[config.mk]
export PLATFORM = sky130hd
export DESIGN_NAME = secreg_access
export DESIGN_NICKNAME = d
export VERILOG_FILES = /design/src/rtl/byte_fifo.v /design/src/rtl/secreg_access.v
export VERILOG_INCLUDE_DIRS = /design/src /design/src/common
export SDC_FILE = /design/constraint.sdc
export NUM_CORES = 1
export LEC_CHECK = 0
export BUFFER_PORTS_ARGS = -buffer_cell sky130_fd_sc_hd__buf_2
export CAP_MARGIN = 25
export CORE_MARGIN = 1
export CORE_UTILIZATION = 55
export DETAILED_ROUTE_END_ITERATION = 6
export GPL_TIMING_DRIVEN = 0
export PLACE_DENSITY = 0.7
export SLEW_MARGIN = 20
export SYNTH_ARGS = -nofsm -noshare
export SYNTH_HDL_FRONTEND = slang
export SYNTH_SLANG_ARGS = --single-unit
[constraint.sdc]
create_clock -name CLK_I -period 4.7 [get_ports CLK_I]
set_input_delay 0.705 -clock CLK_I [delete_from_list [all_inputs] [get_ports CLK_I]]
set_output_delay 0.705 -clock CLK_I [all_outputs]
set_load 0.01 [all_outputs]
[src/common/secreg_regs.vh]
`ifndef SECREG_REGS_VH
`define SECREG_REGS_VH

// Functional notes
// - Command 35h plus three address bytes selects a 64-Kbyte sector lock query.
// - After the query address, output repeats FFh if sector locked, else 00h.
// - Above the low read clock limit the first query byte is invalid.
// - Chip select high ends either read at once and floats the output.
// - Security memory is 128 bytes: 0-63 user, 64-127 fixed factory data.
// - User area needs no erase; programmed once as a whole, later attempts refused.
// - Program start offset uses address bits 5:0 only; bits 23:6 are ignored.
// - Data bytes fill the buffer from the offset, wrapping past 63 to 0.
// - More than 64 data bytes leaves only the last 64 in the buffer.
// - Chip select rise starts self-timed programming; unsent bytes stay FFh.
// - Suspend requests are rejected while the user area is programming.
// - Program needs full address, one full data byte, byte-aligned release.
// - Every security program abort clears the write enable latch.
// - Busy reads high while programming; latch clears before completion.
// - Program command overwrites the shared page buffer contents.
// - Read is 77h, three address bytes, two dummy bytes, then data.
// - Security read advances sequentially, wrapping 7Fh to 00h without delay.
// - Status command 05h: bit 0 busy, bit 1 write enable latch; the code shows the latch only in every other status byte.

// Command codes
`define CMD_LOCK_QUERY 8'h35
`define CMD_SEC_PROGRAM 8'h9b
`define CMD_SEC_READ 8'h77
`define CMD_STATUS_READ 8'h05

// Data values
`define LOCK_SET_BYTE 8'hff
`define LOCK_CLR_BYTE 8'h00
`define ERASED_BYTE 8'hff

// Status byte fields
`define STAT_BUSY_BIT 0
`define STAT_WEL_BIT 1

// Header byte positions (zero based, command is byte 0)
`define LAST_ADDR_BYTE 3'd3
`define LAST_DUMMY_BYTE 3'd5
`define FIRST_DATA_CNT 3'd5
`define BYTE_CNT_MAX 3'd7

// Sector number within the address
`define SECTOR_MSB 21
`define SECTOR_LSB 16

// Timing
`define CLK_PERIOD_NS 10
`define SEC_PROG_TIME_US 1000

// Output prefetch buffer
`define OUT_FIFO_DEPTH 4
`define OUT_FIFO_AW 2

`endif

[src/rtl/byte_fifo.v]
`default_nettype none

module byte_fifo #(
    parameter WIDTH = 8,
    parameter DEPTH = 4,
    parameter AW = 2
) (
    input wire clk_i,
    input wire rst_b_i,
    input wire flush_i,
    input wire in_valid_i,
    output wire in_ready_o,
    input wire [WIDTH-1:0] in_data_i,
    output wire out_valid_o,
    input wire out_ready_i,
    output wire [WIDTH-1:0] out_data_o
);

    reg [WIDTH-1:0] store [0:DEPTH-1];
    reg [AW-1:0] wr_ptr_reg;
    reg [AW-1:0] rd_ptr_reg;
    reg [AW:0] count_reg;
    wire push;
    wire pop;
    wire [AW:0] depth_w;

    ////////////////////////////////////////////////////////////////////////
    // Handshake terms
    assign depth_w = DEPTH[AW:0];
    assign in_ready_o = (count_reg != depth_w);
    assign out_valid_o = (count_reg != {(AW+1){1'b0}});
    assign out_data_o = store[rd_ptr_reg];
    assign push = in_valid_i & in_ready_o;
    assign pop = out_valid_o & out_ready_i;

    // Storage has no reset; only pointers matter
    always @(posedge clk_i) begin
        if (push) begin
            store[wr_ptr_reg] <= in_data_i;
        end
    end

    // Pointers; flush wins so stale bytes never leak into a new frame
    always @(posedge clk_i or negedge rst_b_i) begin
        if (!rst_b_i) begin
            wr_ptr_reg <= {AW{1'b0}};
            rd_ptr_reg <= {AW{1'b0}};
            count_reg <= {(AW+1){1'b0}};
        end else if (flush_i) begin
            wr_ptr_reg <= {AW{1'b0}};
            rd_ptr_reg <= {AW{1'b0}};
            count_reg <= {(AW+1){1'b0}};
        end else begin
            if (push) begin
                wr_ptr_reg <= (wr_ptr_reg == DEPTH - 1) ? {AW{1'b0}} : wr_ptr_reg + 1'b1;
            end
            if (pop) begin
                rd_ptr_reg <= (rd_ptr_reg == DEPTH - 1) ? {AW{1'b0}} : rd_ptr_reg + 1'b1;
            end
            if (push & ~pop) begin
                count_reg <= count_reg + 1'b1;
            end else if (pop & ~push) begin
                count_reg <= count_reg - 1'b1;
            end
        end
    end

endmodule

`default_nettype wire

[src/rtl/secreg_access.v]
`include "secreg_regs.vh"
`default_nettype none

module secreg_access #(
    parameter PROG_TIME_US = `SEC_PROG_TIME_US,
    // Factory data; arbitrary neutral value
    parameter [511:0] SERIAL_NUMBER = {8{64'h0f1e2d3c4b5a6978}}
) (
    input wire CLK_I,
    input wire RST_B_I,
    input wire CS_B_I,
    input wire SCK_I,
    input wire SI_I,
    input wire WEL_I,
    input wire SUSPEND_REQ_I,
    input wire [63:0] LOCK_FLAGS_I,
    output reg SO_O,
    output reg SO_OE_O,
    output reg BUSY_O,
    output reg WEL_CLR_O,
    output reg SUSPEND_REJECT_O
);

    // Which source feeds the output prefetch
    localparam [1:0] MODE_NONE = 2'd0;
    localparam [1:0] MODE_LOCK = 2'd1;
    localparam [1:0] MODE_STATUS = 2'd2;
    localparam [1:0] MODE_SECREAD = 2'd3;

    // Longest time, so round down
    localparam integer PROG_CYCLES = (PROG_TIME_US * 1000) / `CLK_PERIOD_NS;
    localparam integer PROG_LAST_INT = PROG_CYCLES - 1;
    // Counter is 24 bits wide; the default time needs only 17 of them
    localparam [23:0] PROG_LAST = PROG_LAST_INT[23:0];
    localparam [23:0] COPY_END = 24'h000040;

    ////////////////////////////////////////////////////////////////////////
    // Pin synchronisers and edge detection

    // Stage one may go metastable; only stage two is read
    reg cs_b_s1_reg;
    reg cs_b_s2_reg;
    reg cs_b_prev_reg;
    reg sck_s1_reg;
    reg sck_s2_reg;
    reg sck_prev_reg;
    reg si_s1_reg;
    reg si_s2_reg;

    // Two flops per pin; only the second stage feeds logic
    always @(posedge CLK_I or negedge RST_B_I) begin
        if (!RST_B_I) begin
            cs_b_s1_reg <= 1'b1;
            cs_b_s2_reg <= 1'b1;
            cs_b_prev_reg <= 1'b1;
            sck_s1_reg <= 1'b0;
            sck_s2_reg <= 1'b0;
            sck_prev_reg <= 1'b0;
            si_s1_reg <= 1'b0;
            si_s2_reg <= 1'b0;
        end else begin
            cs_b_s1_reg <= CS_B_I;
            cs_b_s2_reg <= cs_b_s1_reg;
            cs_b_prev_reg <= cs_b_s2_reg;
            sck_s1_reg <= SCK_I;
            sck_s2_reg <= sck_s1_reg;
            sck_prev_reg <= sck_s2_reg;
            si_s1_reg <= SI_I;
            si_s2_reg <= si_s1_reg;
        end
    end

    // Edges only count inside a frame; mode 3 idle-high clock is harmless
    // A cut frame still ends: chip select alone resets the sequencer
    wire frame_on = ~cs_b_s2_reg;
    wire sck_rise = frame_on & sck_s2_reg & ~sck_prev_reg;
    wire sck_fall = frame_on & ~sck_s2_reg & sck_prev_reg;
    wire frame_end = cs_b_s2_reg & ~cs_b_prev_reg;

    ////////////////////////////////////////////////////////////////////////
    // Input byte assembly and command decode

    // Bit and byte counters restart whenever chip select is high
    reg [6:0] in_shift_reg;
    reg [2:0] bit_idx_reg;
    reg [2:0] byte_cnt_reg;
    reg [7:0] cmd_reg;
    reg [23:0] addr_reg;
    reg [1:0] out_mode_reg;
    reg [6:0] rd_addr_reg;
    reg stat_sel_reg;

    wire [7:0] in_byte = {in_shift_reg, si_s2_reg};
    wire byte_done = sck_rise & (bit_idx_reg == 3'd7);
    wire is_prog = (cmd_reg == `CMD_SEC_PROGRAM);
    wire data_byte = byte_done & is_prog & (byte_cnt_reg > `LAST_ADDR_BYTE);
    // While busy only the status read is decoded
    wire cmd_allowed = ~BUSY_O | (in_byte == `CMD_STATUS_READ);

    // Shared prefetch push and serializer pop
    wire fifo_in_ready;
    wire fifo_out_valid;
    wire [7:0] fifo_out_data;
    reg [7:0] fetch_byte;
    reg [2:0] out_left_reg;
    reg [6:0] out_sh_reg;
    wire fetch_push = (out_mode_reg != MODE_NONE) & fifo_in_ready;
    wire out_pop = sck_fall & (out_mode_reg != MODE_NONE) &
        (out_left_reg == 3'd0) & fifo_out_valid;

    // Frame sequencer; chip select high clears counters, command and mode at once
    // Byte count saturates at seven so long data phases stay in range
    always @(posedge CLK_I or negedge RST_B_I) begin
        if (!RST_B_I) begin
            in_shift_reg <= 7'h00;
            bit_idx_reg <= 3'd0;
            byte_cnt_reg <= 3'd0;
            cmd_reg <= 8'h00;
            addr_reg <= 24'h000000;
            out_mode_reg <= MODE_NONE;
            rd_addr_reg <= 7'h00;
            stat_sel_reg <= 1'b0;
        end else if (!frame_on) begin
            // Outside a frame only counters, status select, command and mode are cleared
            bit_idx_reg <= 3'd0;
            byte_cnt_reg <= 3'd0;
            cmd_reg <= 8'h00;
            out_mode_reg <= MODE_NONE;
            stat_sel_reg <= 1'b0;
        end else begin
            if (sck_rise) begin
                in_shift_reg <= in_byte[6:0];
                bit_idx_reg <= bit_idx_reg + 3'd1;
            end
            if (byte_done) begin
                if (byte_cnt_reg != `BYTE_CNT_MAX) begin
                    byte_cnt_reg <= byte_cnt_reg + 3'd1;
                end
                if (byte_cnt_reg == 3'd0) begin
                    // Refused commands decode as none and leave no trace
                    cmd_reg <= cmd_allowed ? in_byte : 8'h00;
                    if (in_byte == `CMD_STATUS_READ) begin
                        out_mode_reg <= MODE_STATUS;
                    end
                end else if (byte_cnt_reg <= `LAST_ADDR_BYTE) begin
                    addr_reg <= {addr_reg[15:0], in_byte};
                end
                // Query output starts right after the third address byte
                if (byte_cnt_reg == `LAST_ADDR_BYTE && cmd_reg == `CMD_LOCK_QUERY) begin
                    out_mode_reg <= MODE_LOCK;
                end
                // Read output starts after the two dummy bytes
                if (byte_cnt_reg == `LAST_DUMMY_BYTE && cmd_reg == `CMD_SEC_READ) begin
                    out_mode_reg <= MODE_SECREAD;
                    rd_addr_reg <= addr_reg[6:0];
                end
            end
            // Each pushed byte advances the source
            if (fetch_push) begin
                rd_addr_reg <= rd_addr_reg + 7'd1;
                stat_sel_reg <= ~stat_sel_reg;
            end
        end
    end

    ////////////////////////////////////////////////////////////////////////
    // Security memory

    // Cells start erased; keeping them over power loss is not modelled
    reg [7:0] user_mem [0:63];
    reg [7:0] page_buf [0:63];
    reg [63:0] otp_mask_reg;
    reg [63:0] buf_mask_reg;
    reg [5:0] prog_wptr_reg;
    reg otp_used_reg;
    reg [23:0] prog_cnt_reg;
    wire [5:0] copy_idx = prog_cnt_reg[5:0];
    wire copy_on = BUSY_O & (prog_cnt_reg < COPY_END);
    wire [8:0] sn_base = {rd_addr_reg[5:0], 3'b000};

    // Abort causes kept apart so each one can be traced on its own
    wire hdr_complete = (byte_cnt_reg >= `FIRST_DATA_CNT);
    wire byte_aligned = (bit_idx_reg == 3'd0);
    wire first_program = ~otp_used_reg;
    wire prog_accept = hdr_complete & byte_aligned & first_program & WEL_I;

    // Source of the next output byte
    // Status is sampled at push time, so it may trail by the prefetch depth
    always @* begin
        fetch_byte = 8'h00;
        case (out_mode_reg)
            MODE_LOCK: begin
                fetch_byte = LOCK_FLAGS_I[addr_reg[`SECTOR_MSB:`SECTOR_LSB]] ?
                    `LOCK_SET_BYTE : `LOCK_CLR_BYTE;
            end
            MODE_STATUS: begin
                fetch_byte = 8'h00;
                fetch_byte[`STAT_BUSY_BIT] = BUSY_O;
                fetch_byte[`STAT_WEL_BIT] = stat_sel_reg ? 1'b0 : WEL_I;
            end
            MODE_SECREAD: begin
                // Upper half is fixed factory data
                if (rd_addr_reg[6]) begin
                    fetch_byte = SERIAL_NUMBER[sn_base +: 8];
                end else if (otp_mask_reg[rd_addr_reg[5:0]]) begin
                    fetch_byte = user_mem[rd_addr_reg[5:0]];
                end else begin
                    fetch_byte = `ERASED_BYTE;
                end
            end
            default: begin
                fetch_byte = 8'h00;
            end
        endcase
    end

    // Page buffer fill; a newer byte at the same slot replaces the older one
    // Only 64 of the shared 256 buffer bytes are used by this command
    always @(posedge CLK_I) begin
        if (data_byte) begin
            page_buf[prog_wptr_reg] <= in_byte;
        end
    end

    // User area cells only; the upper half of the memory is never written
    // Copy runs one cell per cycle from the buffer
    always @(posedge CLK_I) begin
        if (copy_on && buf_mask_reg[copy_idx]) begin
            user_mem[copy_idx] <= page_buf[copy_idx];
        end
    end

    ////////////////////////////////////////////////////////////////////////
    // Program control

    // Buffer bookkeeping, acceptance check and the self-timed cycle
    always @(posedge CLK_I or negedge RST_B_I) begin
        if (!RST_B_I) begin
            otp_mask_reg <= 64'h0000000000000000;
            buf_mask_reg <= 64'h0000000000000000;
            prog_wptr_reg <= 6'd0;
            otp_used_reg <= 1'b0;
            prog_cnt_reg <= 24'h000000;
            BUSY_O <= 1'b0;
            WEL_CLR_O <= 1'b0;
        end else begin
            WEL_CLR_O <= 1'b0;
            // New program command discards old buffer contents
            if (byte_done && byte_cnt_reg == 3'd0 && cmd_allowed &&
                    in_byte == `CMD_SEC_PROGRAM) begin
                buf_mask_reg <= 64'h0000000000000000;
            end
            if (byte_done && byte_cnt_reg == `LAST_ADDR_BYTE && is_prog) begin
                prog_wptr_reg <= in_byte[5:0];
            end
            if (data_byte) begin
                buf_mask_reg[prog_wptr_reg] <= 1'b1;
                prog_wptr_reg <= prog_wptr_reg + 6'd1;
            end
            // Accept only complete, aligned, first-time programs
            if (frame_end && is_prog) begin
                WEL_CLR_O <= 1'b1;
                if (prog_accept) begin
                    BUSY_O <= 1'b1;
                    otp_used_reg <= 1'b1;
                    prog_cnt_reg <= 24'h000000;
                end
            end
            // Self-timed phase: the first 64 cycles copy, the rest only wait
            if (BUSY_O) begin
                if (copy_on && buf_mask_reg[copy_idx]) begin
                    otp_mask_reg[copy_idx] <= 1'b1;
                end
                prog_cnt_reg <= prog_cnt_reg + 24'h000001;
                if (prog_cnt_reg >= PROG_LAST) begin
                    BUSY_O <= 1'b0;
                end
            end
        end
    end

    // Programming cannot be suspended
    // Refusal is only reported; the program counter keeps running
    always @(posedge CLK_I or negedge RST_B_I) begin
        if (!RST_B_I) begin
            SUSPEND_REJECT_O <= 1'b0;
        end else begin
            SUSPEND_REJECT_O <= SUSPEND_REQ_I & BUSY_O;
        end
    end

    ////////////////////////////////////////////////////////////////////////
    // Output prefetch and serializer

    // Prefetch hides memory latency behind the half clock before each byte
    // Flush on deselect so every frame starts with an empty queue
    byte_fifo #(
        .WIDTH(8),
        .DEPTH(`OUT_FIFO_DEPTH),
        .AW(`OUT_FIFO_AW)
    ) u_out_fifo (
        .clk_i(CLK_I),
        .rst_b_i(RST_B_I),
        .flush_i(cs_b_s2_reg),
        .in_valid_i(out_mode_reg != MODE_NONE),
        .in_ready_o(fifo_in_ready),
        .in_data_i(fetch_byte),
        .out_valid_o(fifo_out_valid),
        .out_ready_i(out_pop),
        .out_data_o(fifo_out_data)
    );

    // Shift out MSB first on falling edges; status may lag by prefetch depth
    // A partial byte just stops when chip select rises
    // Output enable follows the first falling edge of the phase
    always @(posedge CLK_I or negedge RST_B_I) begin
        if (!RST_B_I) begin
            SO_O <= 1'b0;
            SO_OE_O <= 1'b0;
            out_left_reg <= 3'd0;
            out_sh_reg <= 7'h00;
        end else if (!frame_on) begin
            SO_OE_O <= 1'b0;
            out_left_reg <= 3'd0;
        end else if (sck_fall && out_mode_reg != MODE_NONE) begin
            SO_OE_O <= 1'b1;
            // Load a fresh byte only once the last one has gone out
            if (out_left_reg == 3'd0) begin
                if (fifo_out_valid) begin
                    SO_O <= fifo_out_data[7];
                    out_sh_reg <= fifo_out_data[6:0];
                    out_left_reg <= 3'd7;
                end
            end else begin
                SO_O <= out_sh_reg[6];
                out_sh_reg <= {out_sh_reg[5:0], 1'b0};
                out_left_reg <= out_left_reg - 3'd1;
            end
        end
    end

endmodule

`default_nettype wire

==> results_dict.tcl <==
set metrics [dict create \
    status "completed" \
    hold_viol 0 \
    numCtsBuffers 133 \
    die_h_um 308 \
    synth_fp_nets 3170 \
    fin_cells 4720 \
    grtUsageTotal 0.333 \
    netlist-cell-type-count 82 \
    synth_top_area_share 0.615 \
    clock-root-buffer "clkbuf_16" \
    coreArea_mm2 0.0922 \
    cts_tree "done" \
    synthAdderAreaFrac 0.00524 \
    finalSetupViolations 0 \
    tightest_slew_ns 1.21 \
    grt_pass1_wl_mm 221 \
    via_count 32200 \
    routedWlPerCell_um 33.2 \
    antennaDiodeCount 0 \
    die_w_um 308 \
    cp-end-kind "flip-flop" \
    synth_top_family_by_area "compound AO/OA/AOI/OAI gates" \
    power.leakage_nw 20.4 \
    postSynthAreaPerCell_um2 16.7 \
    yosysSeqAreaShare 0.732 \
    drc 0 \
    final-max-slew-violation-count 0 \
    slowest_stage "dfrtp_1" \
    crit_required_ns 5.28 \
    slowest_delay_ns 0.66 \
    htreeDepth 4 \
    cp-start-kind "flip-flop" \
    power_mw 24.0 \
    rsz0062_at_grt "false" \
    fmax_mhz 215 \
    io_pins 76 \
    rows 111 \
    cts_sinks 1295 \
    crit_buf_inv 10 \
    max-slew-margin-rel 0.191 \
    dr.pass1.iters 6 \
    gp_congestion 1.00 \
    reg.largest.list "page_buf: 512 flops, user_mem: 512 flops" \
    synthXorXnorAreaFrac 0.00340 \
    drt_wl_total_mm 157 \
    clock_path_buffers 3 \
    final_nets 3460 \
    critPathKind "flip-flop to flip-flop" \
    place.port_buffers 75 \
    first_iter_violations 6022 \
    vias_per_cell 6.82 \
    crit_family "buffers and inverters" \
    crit_top_cell "buf_4" \
    min_period_ns 4.66 \
    synth_mux_area_frac 0.0872 \
    synth_area_leaders "edfxtp_1 (62%), dfrtp_1 (11%), mux4_2 (6.1%)" \
    async_flop_share 0.185 \
    dieArea_mm2 0.0949 \
    finClkSkew_ns 0.0423 \
    dp_cells 4455 \
    antenna_found_initial 2 \
    final_layout_size_suffix_gt1_frac 0.192 \
    syn2layout_area_growth_pct 14.2 \
    synth_ff_type "edfxtp_1" \
    period_share 0.991 \
    maxCapViolCount 0 \
    hold_path.class "input port to flip-flop" \
    power_density_mw_per_mm2 409 \
    arrival_ns 5.23 \
    crit_fanout 12 \
    grt.overflow.total 0 \
    synth_edf_count 1056 \
    grt_pass1_vias 31000 \
    synthCells 3078 \
    whs_ns 0.0695 \
    synth-compound-area-share 0.0996 \
    ant_nets 0 \
    path_cells "buf_6, buf_2, nor3b_4, buf_4, clkbuf_2, buf_4, a22oi_1, nand4_1, a22oi_1, o211ai_1, buf_4, buf_4, buf_4, buf_4, buf_4" \
    dp_hpwl_mm 104 \
    synth_simple_gate_area_frac 0.0542 \
    yosys_warnings 0 \
    path_clk_slew_ns 0.06 \
    grt_max_degree 104 \
    fillerInstances 6505 \
    clk_latency_ns 0.77 \
    start_util 0.559 \
    ir_worst_vdd_mv 0.421 \
    syn_area_mm2 0.0515 \
    synth-seq-cells 1295 \
    synth_largest_area_cell "edfxtp_1" \
]
[timing repair]
action | CTS | global route
setup buffers | 6 | 0
pin swaps | 2 | 0
hold buffers | 1 | 0
resized for setup | 32 | 15
endpoints found under the setup margin | 520 | 105
hold endpoints to repair | 50 | 0
[synthesized netlist by cell type, drive strengths merged, types with 10 or more instances]
cell type  count
nor3b         11
mux2i         91
a31oi         28
a21oi         71
nor2         197
nand3         59
mux4         140
o21ai         48
a221oi        48
xor2          10
a22oi        220
a22o          42
nor3          24
o22ai         17
clkbuf       134
xnor2         10
nand2         88
nor2b         21
a211oi        14
inv           29
a21o          69
mux2          38
o221ai        16
ha            20
buf           69
nand4         56
edfxtp      1056
dfrtp        236
o211ai        10
and2          14
o21bai        66
nand3b        16
[cell families (layout without fill, tap and decap cells)]
logic type	count (synthesis)	after routing
mux	269	269
xor+xnor	20	20
flops	1295	1295
compound gates	697	697
simple gates	543	543
buf+inv	233	632
fa+ha+maj	21	21
[final timing paths]
check                                             from                           to  slack [ns]  depth (start not counted)
setup / recovery           prog_cnt_reg[0]$_DFFE_PN0P_    user_mem[61][7]$_DFFE_PP_        0.04                         15
hold / removal                                  CS_B_I        cs_b_s1_reg$_DFF_PN1_        0.07                          1
setup reg to reg           prog_cnt_reg[0]$_DFFE_PN0P_    user_mem[61][7]$_DFFE_PP_        0.04                         15
hold reg to reg                   sck_s1_reg$_DFF_PN0_         sck_s2_reg$_DFF_PN0_        0.35                          0
max in group asynchronous                      RST_B_I          si_s2_reg$_DFF_PN0_        2.83                          4
min in group asynchronous                      RST_B_I  out_left_reg[2]$_DFFE_PN0P_        0.47                          2
[cell usage in the layout, fill, tap and decap left out, types with 20 or more instances in the layout]
cell,n
edfxtp_1,1056
dfrtp_1,228
a22oi_1,220
nor2_1,188
mux4_2,140
clkbuf_16,137
clkbuf_1,129
buf_2,107
mux2i_1,91
nand2_1,88
a21oi_1,71
a21o_1,69
o21bai_1,60
nand4_1,55
nand3_1,53
buf_4,48
o21ai_0,48
a221oi_1,47
a22o_1,42
buf_6,38
mux2_2,38
inv_1,29
clkbuf_2,29
clkinv_1,27
a31oi_1,26
nor3_1,21
nor2b_1,21
ha_1,20
[report_power, final]
group,internal (mW),switching [mW],leakage [nW],total (mW)
logic,0.112,0.230,5.60,0.342
registers,12.8,0.454,12.7,13.3
clock network,6.00,4.41,2.08,10.4
[through the flow]
step | setup TNS, ns | utilization | area [um^2] | setup slack, ns
finish | 0 | 0.638 | 58800 | 0.0426
global placement | -1744.92 | 0.580 | 53500 | -4.51
CTS | 0 | 0.636 | 58600 | 0.00706
detailed placement | -295.89 | 0.588 | 54200 | -1.23
floorplan | 0 | - | 51500 | 0.178
global route | 0 | 0.638 | 58800 | 0.0405
[final cells by class]
cell class / instances / area [um^2] / area share
Clock buffer: 179 / 3680 / 0.0625
Timing Repair Buffer: 162 / 1310 / 0.0223
Tap cell: 1243 / 1560 / 0.0264
Multi-Input combinational cell: 1550 / 12900 / 0.220
Sequential cell: 1295 / 37700 / 0.641
Inverter: 30 / 113 / 0.00191
Buffer: 196 / 907 / 0.0154
Clock inverter: 65 / 606 / 0.0103
[per-layer routing]
layer	up-vias	global-route usage	routed length, um
met5	-	0	21
met2	2345	0.494	70400
met4	4	0.159	7920
li1	12900	-	-
met1	16400	0.456	57900
met3	463	0.0957	20300
(Power assumes the default switching activity.)
